[config.mk]
export PLATFORM = sky130hd
export DESIGN_NAME = pde_ports
export DESIGN_NICKNAME = d
export VERILOG_FILES = /design/src/verilog/pde_pkg.sv /design/src/verilog/pde_ports.sv /design/src/verilog/pde_dir_reg.sv /design/src/verilog/pde_out_reg.sv
export SDC_FILE = /design/constraint.sdc
export NUM_CORES = 1
export LEC_CHECK = 0
export BUFFER_PORTS_ARGS = -buffer_cell sky130_fd_sc_hd__clkbuf_2
export CAP_MARGIN = 20
export CORE_MARGIN = 5
export CORE_UTILIZATION = 55
export DETAILED_ROUTE_END_ITERATION = 10
export HOLD_SLACK_MARGIN = 0.08
export PLACE_DENSITY = 0.9
export REMOVE_ABC_BUFFERS = 1
export SLEW_MARGIN = 0
export SYNTH_ARGS = -nofsm -noshare
export SYNTH_HDL_FRONTEND = slang
export SYNTH_HIERARCHICAL = 1
export SYNTH_SLANG_ARGS = --single-unit
[constraint.sdc]
create_clock -name CLOCK -period 3.44 [get_ports CLOCK]
set_input_delay 0.344 -clock CLOCK [delete_from_list [all_inputs] [get_ports CLOCK]]
set_output_delay 0.344 -clock CLOCK [all_outputs]
set_load 0.1 [all_outputs]
[src/verilog/pde_pkg.sv]
// Constants and types for the port D / port E pin register block
// What this block does
// - A short I/O-space access reaches each register at its data address minus 0x20, within I/O range 0x00 to 0x3F.
// - Port D direction sits at data 0x2A (I/O 0x0A), eight read/write bits clearing to 0x00.
// - Port D pin input sits at data 0x29 (I/O 0x09) and reads the eight pin levels.
// - Port E output data sits at data 0x2E (I/O 0x0E), bits 3..0 read/write, clearing to zero.
// - Port E direction sits at data 0x2D (I/O 0x0D), bits 3..0 read/write, clearing to zero.
// - Port E pin input sits at data 0x2C (I/O 0x0C) and reads pin levels on bits 3..0.
// - Each direction bit sets the direction of its own pin independently.
// - Virtual-port access to direction bits reaches the real direction register, but a virtual write loses to a same-cycle CPU write to it.
// - A write to a pin input register stores nothing and toggles the matching outputs instead.
package pde_pkg;
	// ------------------------------------------------------------
	// Widths
	// ------------------------------------------------------------
	localparam int PD_W   = 8;
	localparam int PE_W   = 4;
	localparam int DATA_W = 8;
	localparam int ADDR_W = 16;
	localparam int IOA_W  = 6;

	// ------------------------------------------------------------
	// Address map (data space) and I/O window
	// ------------------------------------------------------------
	localparam logic [ADDR_W-1:0] IO_OFFSET   = 16'h0020;
	localparam logic [ADDR_W-1:0] IO_LAST     = 16'h003f;
	localparam logic [ADDR_W-1:0] EXT_IO_BASE = 16'h0060;
	localparam logic [ADDR_W-1:0] ADR_PD_PIN  = 16'h0029;
	localparam logic [ADDR_W-1:0] ADR_PD_DIR  = 16'h002a;
	localparam logic [ADDR_W-1:0] ADR_PE_PIN  = 16'h002c;
	localparam logic [ADDR_W-1:0] ADR_PE_DIR  = 16'h002d;
	localparam logic [ADDR_W-1:0] ADR_PE_OUT  = 16'h002e;

	// ------------------------------------------------------------
	// Reset values and fills
	// ------------------------------------------------------------
	localparam logic [PD_W-1:0]   PD_DIR_RST = 8'h00;
	localparam logic [PE_W-1:0]   PE_DIR_RST = 4'h0;
	localparam logic [PE_W-1:0]   PE_OUT_RST = 4'h0;
	localparam logic [DATA_W-1:0] RD_ZERO    = 8'h00;

	// Register selected by an access
	typedef enum logic [2:0] {
		SEL_NONE,
		SEL_PD_PIN,
		SEL_PD_DIR,
		SEL_PE_PIN,
		SEL_PE_DIR,
		SEL_PE_OUT
	} pde_sel_t;

	// Virtual port target
	typedef enum logic {
		VP_PORT_D,
		VP_PORT_E
	} pde_vport_t;
endpackage : pde_pkg

[src/verilog/pde_ports.sv]
// Port D / port E pin register block: decode, registers, pin control
`timescale 1ns/1ps
module pde_ports
	import pde_pkg::*;
(
	input  wire logic                        CLOCK,      // 250 MHz clock
	input  wire logic                        RESETN,     // Sync reset, low
	input  wire logic                        IO_SEL,     // 1: I/O-space access
	input  wire logic [pde_pkg::ADDR_W-1:0]  ADDR,       // Address
	input  wire logic                        WR,         // Write strobe
	input  wire logic                        RD,         // Read strobe
	input  wire logic [pde_pkg::DATA_W-1:0]  WDATA,      // Write data
	output logic      [pde_pkg::DATA_W-1:0]  RDATA,      // Read data
	output logic                             RVALID,     // Read data valid
	input  wire logic                        VP_WR,      // Virtual dir write
	input  wire logic                        VP_RD,      // Virtual dir read
	input  wire logic                        VP_PORT,    // 0: port D, 1: E
	input  wire logic [pde_pkg::DATA_W-1:0]  VP_WDATA,   // Virtual write data
	output logic      [pde_pkg::DATA_W-1:0]  VP_RDATA,   // Virtual read data
	output logic                             VP_RVALID,  // Virtual read valid
	input  wire logic [pde_pkg::PD_W-1:0]    PD_IN,      // Port D pin levels
	output logic      [pde_pkg::PD_W-1:0]    PD_OE,      // Port D drive enable
	output logic      [pde_pkg::PD_W-1:0]    PD_TOGGLE,  // Port D toggle pulse
	input  wire logic [pde_pkg::PE_W-1:0]    PE_IN,      // Port E pin levels
	output logic      [pde_pkg::PE_W-1:0]    PE_OUT,     // Port E pin value
	output logic      [pde_pkg::PE_W-1:0]    PE_OE       // Port E drive enable
);
	import pde_pkg::*;

	// ------------------------------------------------------------
	// Address decode
	// ------------------------------------------------------------
	// An I/O-space address has only six bits, so the extended area
	// from 0x60 upward can never be reached that way.
	function automatic pde_sel_t decode(input logic io,
	                                    input logic [ADDR_W-1:0] a);
		logic [ADDR_W-1:0] dat;
		dat = a;
		decode = SEL_NONE;
		if (io) begin
			dat = 16'({10'h000, a[IOA_W-1:0]}) + IO_OFFSET;
		end
		if (!io || dat <= IO_LAST + IO_OFFSET) begin
			case (dat)
				ADR_PD_PIN: decode = SEL_PD_PIN;
				ADR_PD_DIR: decode = SEL_PD_DIR;
				ADR_PE_PIN: decode = SEL_PE_PIN;
				ADR_PE_DIR: decode = SEL_PE_DIR;
				ADR_PE_OUT: decode = SEL_PE_OUT;
				default:    decode = SEL_NONE;
			endcase
		end
	endfunction : decode

	pde_sel_t          wr_sel;
	pde_sel_t          rd_sel;

	// Upper address bits of an I/O access are ignored; a data address is not offset, so a load/store
	// to 0x0a (below the register window) hits nothing.
	always_comb begin
		wr_sel = WR ? decode(IO_SEL, ADDR) : SEL_NONE;
		rd_sel = RD ? decode(IO_SEL, ADDR) : SEL_NONE;
	end

	// ------------------------------------------------------------
	// Direction registers
	// ------------------------------------------------------------
	logic              pd_dir_we;
	logic [PD_W-1:0]   pd_dir_wdata;
	logic [PD_W-1:0]   pd_dir;
	logic              pe_dir_we;
	logic [PE_W-1:0]   pe_dir_wdata;
	logic [PE_W-1:0]   pe_dir;

	// The CPU bus wins a same-cycle collision with the virtual path;
	// both land in the one register, so neither can see a copy.
	always_comb begin
		pd_dir_we    = 1'b0;
		pd_dir_wdata = WDATA;
		pe_dir_we    = 1'b0;
		pe_dir_wdata = WDATA[PE_W-1:0];
		if (wr_sel == SEL_PD_DIR) begin
			pd_dir_we = 1'b1;
		end else if (VP_WR && VP_PORT == VP_PORT_D) begin
			pd_dir_we    = 1'b1;
			pd_dir_wdata = VP_WDATA;
		end
		if (wr_sel == SEL_PE_DIR) begin
			pe_dir_we = 1'b1;
		end else if (VP_WR && VP_PORT == VP_PORT_E) begin
			pe_dir_we    = 1'b1;
			pe_dir_wdata = VP_WDATA[PE_W-1:0];
		end
	end

	pde_dir_reg #(
		.W   (PD_W),
		.RST (PD_DIR_RST)
	) u_pd_dir (
		.clk   (CLOCK),
		.rst_n (RESETN),
		.we    (pd_dir_we),
		.wdata (pd_dir_wdata),
		.q     (pd_dir)
	);

	pde_dir_reg #(
		.W   (PE_W),
		.RST (PE_DIR_RST)
	) u_pe_dir (
		.clk   (CLOCK),
		.rst_n (RESETN),
		.we    (pe_dir_we),
		.wdata (pe_dir_wdata),
		.q     (pe_dir)
	);

	// ------------------------------------------------------------
	// Port E output data with toggle
	// ------------------------------------------------------------
	logic              pe_out_we;
	logic              pe_tgl;
	logic [PE_W-1:0]   pe_out;

	always_comb begin
		pe_out_we = (wr_sel == SEL_PE_OUT);
		pe_tgl    = (wr_sel == SEL_PE_PIN);
	end

	pde_out_reg #(
		.W   (PE_W),
		.RST (PE_OUT_RST)
	) u_pe_out (
		.clk      (CLOCK),
		.rst_n    (RESETN),
		.we       (pe_out_we),
		.wdata    (WDATA[PE_W-1:0]),
		.tgl      (pe_tgl),
		.tgl_mask (WDATA[PE_W-1:0]),
		.q        (pe_out)
	);

	// ------------------------------------------------------------
	// Pin drive and port D toggle request
	// ------------------------------------------------------------
	// The port D data register lives outside this block; a pin input
	// write is passed on as a one-cycle mask of bits to invert.
	logic [PD_W-1:0]   pd_oe_reg;
	logic [PD_W-1:0]   pd_oe_next;
	logic [PD_W-1:0]   pd_tgl_reg;
	logic [PD_W-1:0]   pd_tgl_next;
	logic [PE_W-1:0]   pe_oe_reg;
	logic [PE_W-1:0]   pe_oe_next;
	logic [PE_W-1:0]   pe_pin_reg;
	logic [PE_W-1:0]   pe_pin_next;

	always_comb begin
		pd_oe_next  = pd_dir_next_view();
		pe_oe_next  = pe_dir_next_view();
		pe_pin_next = pe_out_next_view();
		pd_tgl_next = '0;
		if (wr_sel == SEL_PD_PIN) begin
			pd_tgl_next = WDATA;
		end
	end

	// Lookahead views let the pin outputs be flops yet change on the
	// same edge as the registers they copy.
	function automatic logic [PD_W-1:0] pd_dir_next_view();
		pd_dir_next_view = pd_dir_we ? pd_dir_wdata : pd_dir;
	endfunction : pd_dir_next_view

	function automatic logic [PE_W-1:0] pe_dir_next_view();
		pe_dir_next_view = pe_dir_we ? pe_dir_wdata : pe_dir;
	endfunction : pe_dir_next_view

	function automatic logic [PE_W-1:0] pe_out_next_view();
		if (pe_out_we) begin
			pe_out_next_view = WDATA[PE_W-1:0];
		end else if (pe_tgl) begin
			pe_out_next_view = pe_out ^ WDATA[PE_W-1:0];
		end else begin
			pe_out_next_view = pe_out;
		end
	endfunction : pe_out_next_view

	always_ff @(posedge CLOCK) begin
		if (!RESETN) begin
			pd_oe_reg  <= PD_DIR_RST;
			pd_tgl_reg <= '0;
			pe_oe_reg  <= PE_DIR_RST;
			pe_pin_reg <= PE_OUT_RST;
		end else begin
			pd_oe_reg  <= pd_oe_next;
			pd_tgl_reg <= pd_tgl_next;
			pe_oe_reg  <= pe_oe_next;
			pe_pin_reg <= pe_pin_next;
		end
	end

	assign PD_OE     = pd_oe_reg;
	assign PD_TOGGLE = pd_tgl_reg;
	assign PE_OE     = pe_oe_reg;
	assign PE_OUT    = pe_pin_reg;

	// ------------------------------------------------------------
	// Read paths
	// ------------------------------------------------------------
	logic [DATA_W-1:0] rdata_reg;
	logic [DATA_W-1:0] rdata_next;
	logic              rvalid_reg;
	logic              rvalid_next;
	logic [DATA_W-1:0] vp_rdata_reg;
	logic [DATA_W-1:0] vp_rdata_next;
	logic              vp_rvalid_reg;
	logic              vp_rvalid_next;

	// Unmapped addresses and unused upper port E bits read zero.
	always_comb begin
		rvalid_next = RD;
		case (rd_sel)
			SEL_PD_PIN: rdata_next = PD_IN;
			SEL_PD_DIR: rdata_next = pd_dir;
			SEL_PE_PIN: rdata_next = {4'h0, PE_IN};
			SEL_PE_DIR: rdata_next = {4'h0, pe_dir};
			SEL_PE_OUT: rdata_next = {4'h0, pe_out};
			default:    rdata_next = RD_ZERO;
		endcase
		vp_rvalid_next = VP_RD;
		vp_rdata_next  = RD_ZERO;
		if (VP_RD) begin
			vp_rdata_next = (VP_PORT == VP_PORT_D) ? pd_dir
			                                       : {4'h0, pe_dir};
		end
	end

	always_ff @(posedge CLOCK) begin
		if (!RESETN) begin
			rdata_reg     <= RD_ZERO;
			rvalid_reg    <= 1'b0;
			vp_rdata_reg  <= RD_ZERO;
			vp_rvalid_reg <= 1'b0;
		end else begin
			rdata_reg     <= rdata_next;
			rvalid_reg    <= rvalid_next;
			vp_rdata_reg  <= vp_rdata_next;
			vp_rvalid_reg <= vp_rvalid_next;
		end
	end

	assign RDATA     = rdata_reg;
	assign RVALID    = rvalid_reg;
	assign VP_RDATA  = vp_rdata_reg;
	assign VP_RVALID = vp_rvalid_reg;
endmodule : pde_ports

[src/verilog/pde_dir_reg.sv]
// Direction register shared by the real and the virtual port path
`timescale 1ns/1ps
module pde_dir_reg #(
	parameter int              W   = 8,
	parameter logic [W-1:0]    RST = '0
) (
	input  wire logic         clk,       // System clock
	input  wire logic         rst_n,     // Synchronous reset, low
	input  wire logic         we,        // Write strobe
	input  wire logic [W-1:0] wdata,     // Write value
	output logic      [W-1:0] q          // Current direction bits
);
	logic [W-1:0] dir_reg;
	logic [W-1:0] dir_next;

	always_comb begin
		dir_next = dir_reg;
		if (we) begin
			dir_next = wdata;
		end
	end

	always_ff @(posedge clk) begin
		if (!rst_n) begin
			dir_reg <= RST;
		end else begin
			dir_reg <= dir_next;
		end
	end

	assign q = dir_reg;
endmodule : pde_dir_reg

[src/verilog/pde_out_reg.sv]
// Output data register with per-bit toggle
`timescale 1ns/1ps
module pde_out_reg #(
	parameter int              W   = 4,
	parameter logic [W-1:0]    RST = '0
) (
	input  wire logic         clk,       // System clock
	input  wire logic         rst_n,     // Synchronous reset, low
	input  wire logic         we,        // Plain write strobe
	input  wire logic [W-1:0] wdata,     // Plain write value
	input  wire logic         tgl,       // Toggle strobe
	input  wire logic [W-1:0] tgl_mask,  // Ones invert their bit
	output logic      [W-1:0] q          // Current output data
);
	logic [W-1:0] out_reg;
	logic [W-1:0] out_next;

	always_comb begin
		out_next = out_reg;
		if (we) begin
			out_next = wdata;
		end else if (tgl) begin
			out_next = out_reg ^ tgl_mask;
		end
	end

	always_ff @(posedge clk) begin
		if (!rst_n) begin
			out_reg <= RST;
		end else begin
			out_reg <= out_next;
		end
	end

	assign q = out_reg;
endmodule : pde_out_reg

==> run_results.csv, run 1 <==
group,metric,value,unit
synthesis,count_of_different_cell_masters_after_synthesis,42,
critical_path,cp_data_arrival_time,2.69,ns
run,max_cap_viol_count,0,
clocking,cts_max_path_buffers,2,
grt,grt_use_total,0.250,
floorplanning,fp-row-count,25,
critical_path,worstSetupEndpointType,"flip-flop",
synthesis,post_synth_instance_area,0.00277,mm^2
clocking,cts.repair_timing.setup_buffer_count,0,
synthesis,synth_sequential_area_ratio,0.420,
synthesis,ys_async_sr_fraction,0,
timing,clock-skew-final,0.0102,ns
timing,grt_setup_unrepaired,"false",
synthesis,synth-compound-area-share,0.119,
clocking,clk_root_buffer_cell,"sky130_fd_sc_hd__clkbuf_8",
timing,clock.fmax,407,MHz
routing,routed_wl,7980,um
min_path,min-delay-path-class,"primary input to flip-flop",
clocking,cts-htree-levels,3,
timing,tightest_slew,0.868,ns
synthesis,synth_fa_ha_area_frac,0,
timing,final_min_period_over_clock_period,0.714,
timing,final-hold-violation-count,0,
clocking,clkTransAtPathRegs,0.07,ns
clocking,cts-resized-gates,0,
placed_design,numPortBuffers,93,
power,pwr_density,497,mW/mm^2
synthesis,ys_ff_latch,58,
timing,worst_slew_margin_rel,0.420,
synthesis,ys.flop_type,"sky130_fd_sc_hd__dfxtp_1",
clocking,holdBufCountCts,0,
placed_design,gpl.final_weighted_congestion,0.868,
power,peakVddDrop,309,uV
power,design_power_total,1.74,mW
clocking,worst_skew_pair.late_latency,0.34,ns
final_layout,area_growth_syn_to_layout,26.4,%
synthesis,synthCells,273,
floorplanning,io_pins,94,
floorplanning,die_x,80.9,um
synthesis,dominant_combinational_cell_family_by_area_after_synthesis,"multiplexers",
floorplanning,dieArea,0.00655,mm^2
routing,routed_wire_length_per_instance,18.3,um
timing,hold_ws,0.234,ns
routing,avgViaCountPerCell,5.87,
critical_path,worst_ep_required_time,3.67,ns
final_layout,final_layout_size_suffix_gt1_frac,0.392,
clocking,cts_made_buffers,9,
timing,setup_violations,0,
synthesis,synthMuxAreaShare,0.230,
placed_design,detailedPlace.worstSlack,0.732,ns
floorplanning,initial_core_util,0.575,
routing,detail_route.iter0.violations,330,
grt,initial_antenna_violation_count,0,
synthesis,synth_xor_area_frac,0,
synthesis,synth_enable_flop_cells,0,
timing,layout_min_cycle_time,2.46,ns
critical_path,crit_path_max_fanout,8,
routing,dr_wl_met2,3790,um
grt,largest_net_degree_at_the_start_of_global_routing,44,
synthesis,syn-mean-instance-area,10.1,um^2
clocking,cts.sinks,58,
routing,detail-route-antenna-nets,0,
floorplanning,core-area,0.00482,mm^2
critical_path,timing.critical_path.from_type,"primary input",
routing,drt_pre_antenna_iters,6,
placed_design,dp.final_hpwl,5450,um
final_layout,finalCoreUtilization,0.726,
final_layout,fillerInstances,346,
routing,top_signal_layer_used,"met4",
final_layout,design.final.nets,417,
power,total_leakage_power,1.55,nW
routing,drc_errors,0,
grt,globalRouteOverflowTotal,0,
grt,first_global_vias,2492,
outcome,run_status,"finished clean",
synthesis,ys.warnings.count,6,
final_layout,diodes,0,
routing,routedLengthMet1,3160,um
timing,setup-tns-final,0,ns
routing,wl_met3,740,um
routing,route.vias.total,2566,
critical_path,timing.setup.critical_path_class,"primary input to flip-flop",
timing,timing.final.max_slew_violations,0,
timing,layout_setup_ws,0.984,ns
grt,grt_pass1_wl,12300,um
floorplanning,fp.dieH,80.9,um
clocking,tritoncts,"done",
synthesis,synth_simple_gate_area_frac,0.202,
-- sequential cells by signal, indices dropped and copies added, names as in the netlist --
name        count
PD_OE           8
PD_TOGGLE       8
PE_OE           4
PE_OUT          4
RDATA           8
RVALID          1
VP_RDATA        8
VP_RVALID       1
u_pd_dir/q      8
u_pe_dir/q      4
u_pe_out/q      4
-- report_power, final --
group          internal, mW  leakage (nW)  switching (mW)  total, mW
sequential            0.690         0.471          0.0142      0.704
combinational        0.0830         0.958           0.169      0.252
clock                 0.487         0.124           0.294      0.780
total                  1.26          1.55           0.477       1.74
-- worst max-delay path, stage by stage --
cell	delay [ns]
sky130_fd_sc_hd__clkbuf_2	0.09
sky130_fd_sc_hd__or4b_4	0.56
sky130_fd_sc_hd__o41ai_4	0.57
sky130_fd_sc_hd__and3_1	0.27
sky130_fd_sc_hd__nand2b_1	0.46
sky130_fd_sc_hd__mux2i_1	0.31
sky130_fd_sc_hd__nor2b_1	0.08
-- cells in the final DEF, fill, tap and decap left out, drive strengths merged --
cell	count
a211o	4
a211oi	4
a21oi	6
a22oi	4
a2bb2oi	4
a31oi	2
and2	14
and3	3
and3b	1
and4	1
buf	1
bufinv	3
clkbuf	102
clkinv	3
dfxtp	58
inv	3
mux2	28
mux2i	32
nand2	27
nand2b	4
nand3	4
nand4	1
nand4b	5
nor2	15
nor2b	17
nor3	2
nor3b	1
nor4	1
o2111a	4
o311ai	4
o31ai	4
o41a	1
o41ai	1
or2	1
or3	1
or3b	2
or4	1
or4b	1
-- layout make-up --
cell class / instances / area [um^2] / share of cell area
timing repair buffer: 94 / 473 / 0.135
clock buffer: 9 / 124 / 0.0354
sequential: 58 / 1160 / 0.332
inverter: 2 / 7.51 / 0.00215
multi-input combinational: 200 / 1520 / 0.435
tap: 67 / 83.8 / 0.0240
clock inverter: 7 / 125 / 0.0358
-- per-layer routing --
layer  vias up  global-route usage
met5         -                   0
met4         0               0.150
met3        26              0.0510
met2       161               0.410
met1      1200               0.300
li1       1179                   -
-- synth_stat cells (4+ instances only) --
cell type                   instances  area share
sky130_fd_sc_hd__a211oi_1           4       0.011
sky130_fd_sc_hd__a21oi_1            6       0.011
sky130_fd_sc_hd__a22oi_1            4       0.011
sky130_fd_sc_hd__a2bb2oi_1          4       0.013
sky130_fd_sc_hd__and2_1            13       0.029
sky130_fd_sc_hd__clkbuf_1           7      0.0095
sky130_fd_sc_hd__dfxtp_1           58        0.42
sky130_fd_sc_hd__mux2_2            28        0.11
sky130_fd_sc_hd__mux2i_1           32        0.12
sky130_fd_sc_hd__nand2_1           27       0.037
sky130_fd_sc_hd__nand2b_1           4      0.0090
sky130_fd_sc_hd__nand3_1            4      0.0072
sky130_fd_sc_hd__nand4b_1           5       0.016
sky130_fd_sc_hd__nor2_1            15       0.020
sky130_fd_sc_hd__nor2b_1           17       0.038
sky130_fd_sc_hd__o2111a_1           4       0.016
sky130_fd_sc_hd__o311ai_0           4       0.013
sky130_fd_sc_hd__o31ai_1            4       0.011
-- per-stage QoR --
stage / area, um^2 / instances
after floorplan: 2690 / 260
after global placement: 3250 / 421
after detailed placement: 3250 / 421
after CTS: 3500 / 437
after global routing: 3500 / 437
final: 3500 / 437
-- cells by family (layout without fill, tap and decap cells) --
| family | count (synthesis) | after routing |
|---|---|---|
| and+or+nand+nor | 102 | 102 |
| muxes | 60 | 60 |
| DFF | 58 | 58 |
| AOI/OAI and AO/OA | 38 | 38 |
| buffers and inverters | 15 | 112 |
-- worst paths after layout --
path | from | to | slack, ns | cells after the start
worst max-delay path | IO_SEL | u_pd_dir/q[2] | 0.98 | 7
worst min-delay path | WDATA[7] | PD_TOGGLE[7] | 0.23 | 2
worst max register to register | u_pe_out/q[0] | RDATA[0] | 2.16 | 4
worst min register to register | u_pd_dir/q[7] | VP_RDATA[7] | 0.54 | 1
Note: power is estimated with default switching activity, not from simulation.
==> run 2: changes to the inputs <==
--- a/config.mk
+++ b/config.mk
@@ -5,13 +5,14 @@
 export SDC_FILE = /design/constraint.sdc
 export NUM_CORES = 1
 export LEC_CHECK = 0
+export ABC_AREA = 1
 export BUFFER_PORTS_ARGS = -buffer_cell sky130_fd_sc_hd__clkbuf_2
 export CAP_MARGIN = 20
 export CORE_MARGIN = 5
-export CORE_UTILIZATION = 55
+export CORE_UTILIZATION = 47
 export DETAILED_ROUTE_END_ITERATION = 10
 export HOLD_SLACK_MARGIN = 0.08
-export PLACE_DENSITY = 0.9
+export PLACE_DENSITY = 0.81
 export REMOVE_ABC_BUFFERS = 1
 export SLEW_MARGIN = 0
 export SYNTH_ARGS = -nofsm -noshare
==> constraint.sdc (replaced) <==
create_clock -name CLOCK -period 1.97 [get_ports CLOCK]
set_input_delay 0.197 -clock CLOCK [delete_from_list [all_inputs] [get_ports CLOCK]]
set_output_delay 0.197 -clock CLOCK [all_outputs]
set_load 0.1 [all_outputs]
==> run 2 against run 1 <==
Compared with the run above:
- synthesized area is 10% higher
- largest power group is now sequential cells
- count of clock-buffer cells in the layout is 5 higher
- power is 58% higher
- core utilization is 14 points lower
- cell count is 44% higher
- via count is 18% higher
- setup slack worse by 0.56 ns
- synthesized cell count is 63% higher
==> run_results.csv, run 2 <==
group,metric,value,unit
clocking,clk_root_buffer_cell,"sky130_fd_sc_hd__clkbuf_8",
floorplanning,fp.dieH,90.6,um
power,sequential_share_of_power,0.453,
final_layout,area_growth_syn_to_layout,22.6,%
timing,grt_setup_unrepaired,"false",
routing,avgViaCountPerCell,4.83,
grt,grt_use_total,0.195,
synthesis,ys_top_cells_by_area,"sky130_fd_sc_hd__dfxtp_1, sky130_fd_sc_hd__nand2_1, sky130_fd_sc_hd__nor2_1",
grt,initial_antenna_violation_count,0,
power,p_comb_frac,0.185,
routing,detail-route-antenna-nets,0,
routing,routed_wl,7680,um
critical_path,crit_path_max_fanout,25,
critical_path,crit-reg2reg-launch,"u_pe_dir/q[1]",
synthesis,synth_enable_flop_cells,0,
floorplanning,fp-row-count,29,
run,max_cap_viol_count,0,
synthesis,synth_sequential_area_ratio,0.380,
power,internal_power,1.90,mW
grt,grt_pass1_wl,13100,um
critical_path,timing.setup.critical_path_class,"primary input to flip-flop",
routing,drt_pre_antenna_iters,4,
final_layout,most-common-layout-cells,"sky130_fd_sc_hd__nand2_1, sky130_fd_sc_hd__clkbuf_2, sky130_fd_sc_hd__nor2_1",
timing,final-hold-violation-count,0,
power,design_power_total,2.74,mW
final_layout,design.final.nets,598,
timing,clock.fmax,648,MHz
timing,timing.final.max_slew_violations,0,
floorplanning,io_pins,94,
routing,route.vias.total,3036,
clocking,cts-htree-levels,3,
power,netSwitchingFraction,0.306,
outcome,run_status,"finished clean",
timing,final_min_period_over_clock_period,0.784,
power,total_leakage_power,1.89,nW
timing,setup_violations,0,
power,part_of_the_power_in_the_clock_network,0.362,
timing,layout_min_cycle_time,1.54,ns
clocking,clkTransAtPathRegs,0.06,ns
synthesis,ys.warnings.count,6,
final_layout,layout_commonest_cell,"sky130_fd_sc_hd__nand2_1",
synthesis,yosysTopAreaCellShare,0.380,
critical_path,startpoint,"ADDR[5]",
synthesis,ys.flop_type,"sky130_fd_sc_hd__dfxtp_1",
power,power.switching,840,uW
clocking,cts_max_path_buffers,2,
critical_path,cp_data_arrival_time,1.77,ns
grt,largest_net_degree_at_the_start_of_global_routing,26,
grt,first_global_vias,2946,
floorplanning,initial_core_util,0.481,
routing,detail_route.iter0.violations,215,
placed_design,dp.final_hpwl,6040,um
critical_path,timing.critical_path.from_type,"primary input",
synthesis,count_of_different_cell_masters_after_synthesis,27,
timing,setup-tns-final,0,ns
synthesis,yosysMostFrequentCell,"sky130_fd_sc_hd__nand2_1",
floorplanning,dieArea,0.00822,mm^2
floorplanning,core-area,0.00635,mm^2
clocking,worst_skew_pair.late_latency,0.34,ns
synthesis,synthCells,446,
synthesis,syn-mean-instance-area,6.85,um^2
timing,clock-skew-final,0.00623,ns
routing,routed_wire_length_per_instance,12.2,um
final_layout,fillerInstances,591,
routing,drc_errors,0,
min_path,hp-start,"PD_IN[1]",
synthesis,post-synth-top-area-cell,"sky130_fd_sc_hd__dfxtp_1",
floorplanning,die_x,90.6,um
placed_design,gpl.final_weighted_congestion,0.885,
clocking,cts_made_buffers,9,
synthesis,ys_ff_latch,58,
clocking,tritoncts,"done",
timing,tightest_slew,0.552,ns
placed_design,numPortBuffers,93,
synthesis,ys_async_sr_fraction,0,
min_path,min-delay-path-class,"primary input to flip-flop",
final_layout,diodes,0,
clocking,cts.sinks,58,
power,peakVddDrop,648,uV
critical_path,worst_ep_required_time,2.19,ns
synthesis,ys_top_cells_by_count,"sky130_fd_sc_hd__nand2_1, sky130_fd_sc_hd__nor2_1, sky130_fd_sc_hd__dfxtp_1",
grt,globalRouteOverflowTotal,0,
power,pwr_density,732,mW/mm^2
synthesis,post_synth_instance_area,0.00306,mm^2
final_layout,final_layout_size_suffix_gt1_frac,0.314,
critical_path,worstSetupEndpointType,"flip-flop",
timing,worst_slew_margin_rel,0.634,
==> run 2: cell count changes in the layout (fill, tap and decap cells not counted), sizes merged, moves of 28 or more <==
cell / previous run / this run
inv: 3 / 64
mux2: 28 / 0
mux2i: 32 / 0
nand2: 27 / 126
nor2: 15 / 90
o21ai: 0 / 41
==> run 2: final timing paths <==
| path | cells after the start | slack, ns | to |
|---|---|---|---|
| worst max-delay path | 14 | 0.43 | PD_OE[2] |
| worst min-delay path | 3 | 0.10 | RDATA[1] |
| worst max register to register | 4 | 1.11 | RDATA[1] |
| worst min register to register | 2 | 0.46 | VP_RDATA[5] |
==> run 2: critical path, cell delays in order <==
cell                       delay (ns)
sky130_fd_sc_hd__clkbuf_2        0.11
sky130_fd_sc_hd__inv_1           0.07
sky130_fd_sc_hd__nor2_1          0.09
sky130_fd_sc_hd__nand2_1         0.05
sky130_fd_sc_hd__nor2_1          0.09
sky130_fd_sc_hd__nand2_1         0.07
sky130_fd_sc_hd__nand2_2         0.08
sky130_fd_sc_hd__nand2_2         0.09
sky130_fd_sc_hd__nor2_4          0.17
sky130_fd_sc_hd__nand2_8         0.14
sky130_fd_sc_hd__nand2_4         0.24
sky130_fd_sc_hd__inv_2           0.17
sky130_fd_sc_hd__nor2_2          0.15
sky130_fd_sc_hd__nor2_2          0.04
==> run 2: kinds of logic (layout without fill, tap and decap cells) <==
group,Yosys count,count (layout),synth area share
flip-flops,58,58,0.380
AND/OR/NAND/NOR,251,251,0.387
AO/OA/AOI/OAI,64,64,0.124
buffers and inverters,73,178,0.109
==> run 2: repair_timing <==
item                                    4_1_cts  5_1_grt
buffers inserted                              0        0
gates resized for setup                       0        0
hold buffers                                  1        0
endpoints found under the setup margin        0        0
endpoints found under the hold margin         1        0
==> run 2: layout make-up <==
class                      count  area (um^2)  area share
tap                           77         96.3      0.0257
timing repair buffer          97          498       0.133
sequential                    58         1160       0.310
clock buffer                  14          173      0.0461
clock inverter                 2         10.0     0.00267
inverter                      65          249      0.0664
multi-input combinational    315         1560       0.417
==> run 2: power groups by stage <==
stage,Clock [mW],Combinational (mW),Sequential (mW)
after floorplan,0,0.200,1.43
after CTS,1.02,0.507,1.24
after detailed placement,0,0.504,1.27
after global routing,1.07,0.552,1.25
after global placement,0,0.495,1.27
final,0.995,0.507,1.24
==> run 2: stage by stage <==
step / hold WS (ns) / cells / setup slack (ns) / utilization / cell area (um^2)
floorplan: 0.290 / 438 / 0.391 / - / 2970
CTS: 0.0836 / 628 / 0.471 / 0.590 / 3750
global route: 0.116 / 628 / 0.231 / 0.590 / 3750
global placement: 0.442 / 611 / 0.185 / 0.560 / 3560
finish: 0.104 / 628 / 0.426 / 0.590 / 3750
detailed placement: 0.439 / 611 / 0.109 / 0.560 / 3560
==> run 2: routing by layer <==
layer	GRT usage	up-vias	part of all wire
met5	0	-	0
met4	0.107	0	0.027
met3	0.0558	18	0.071
met2	0.301	100	0.45
met1	0.242	1326	0.45
li1	-	1592	-
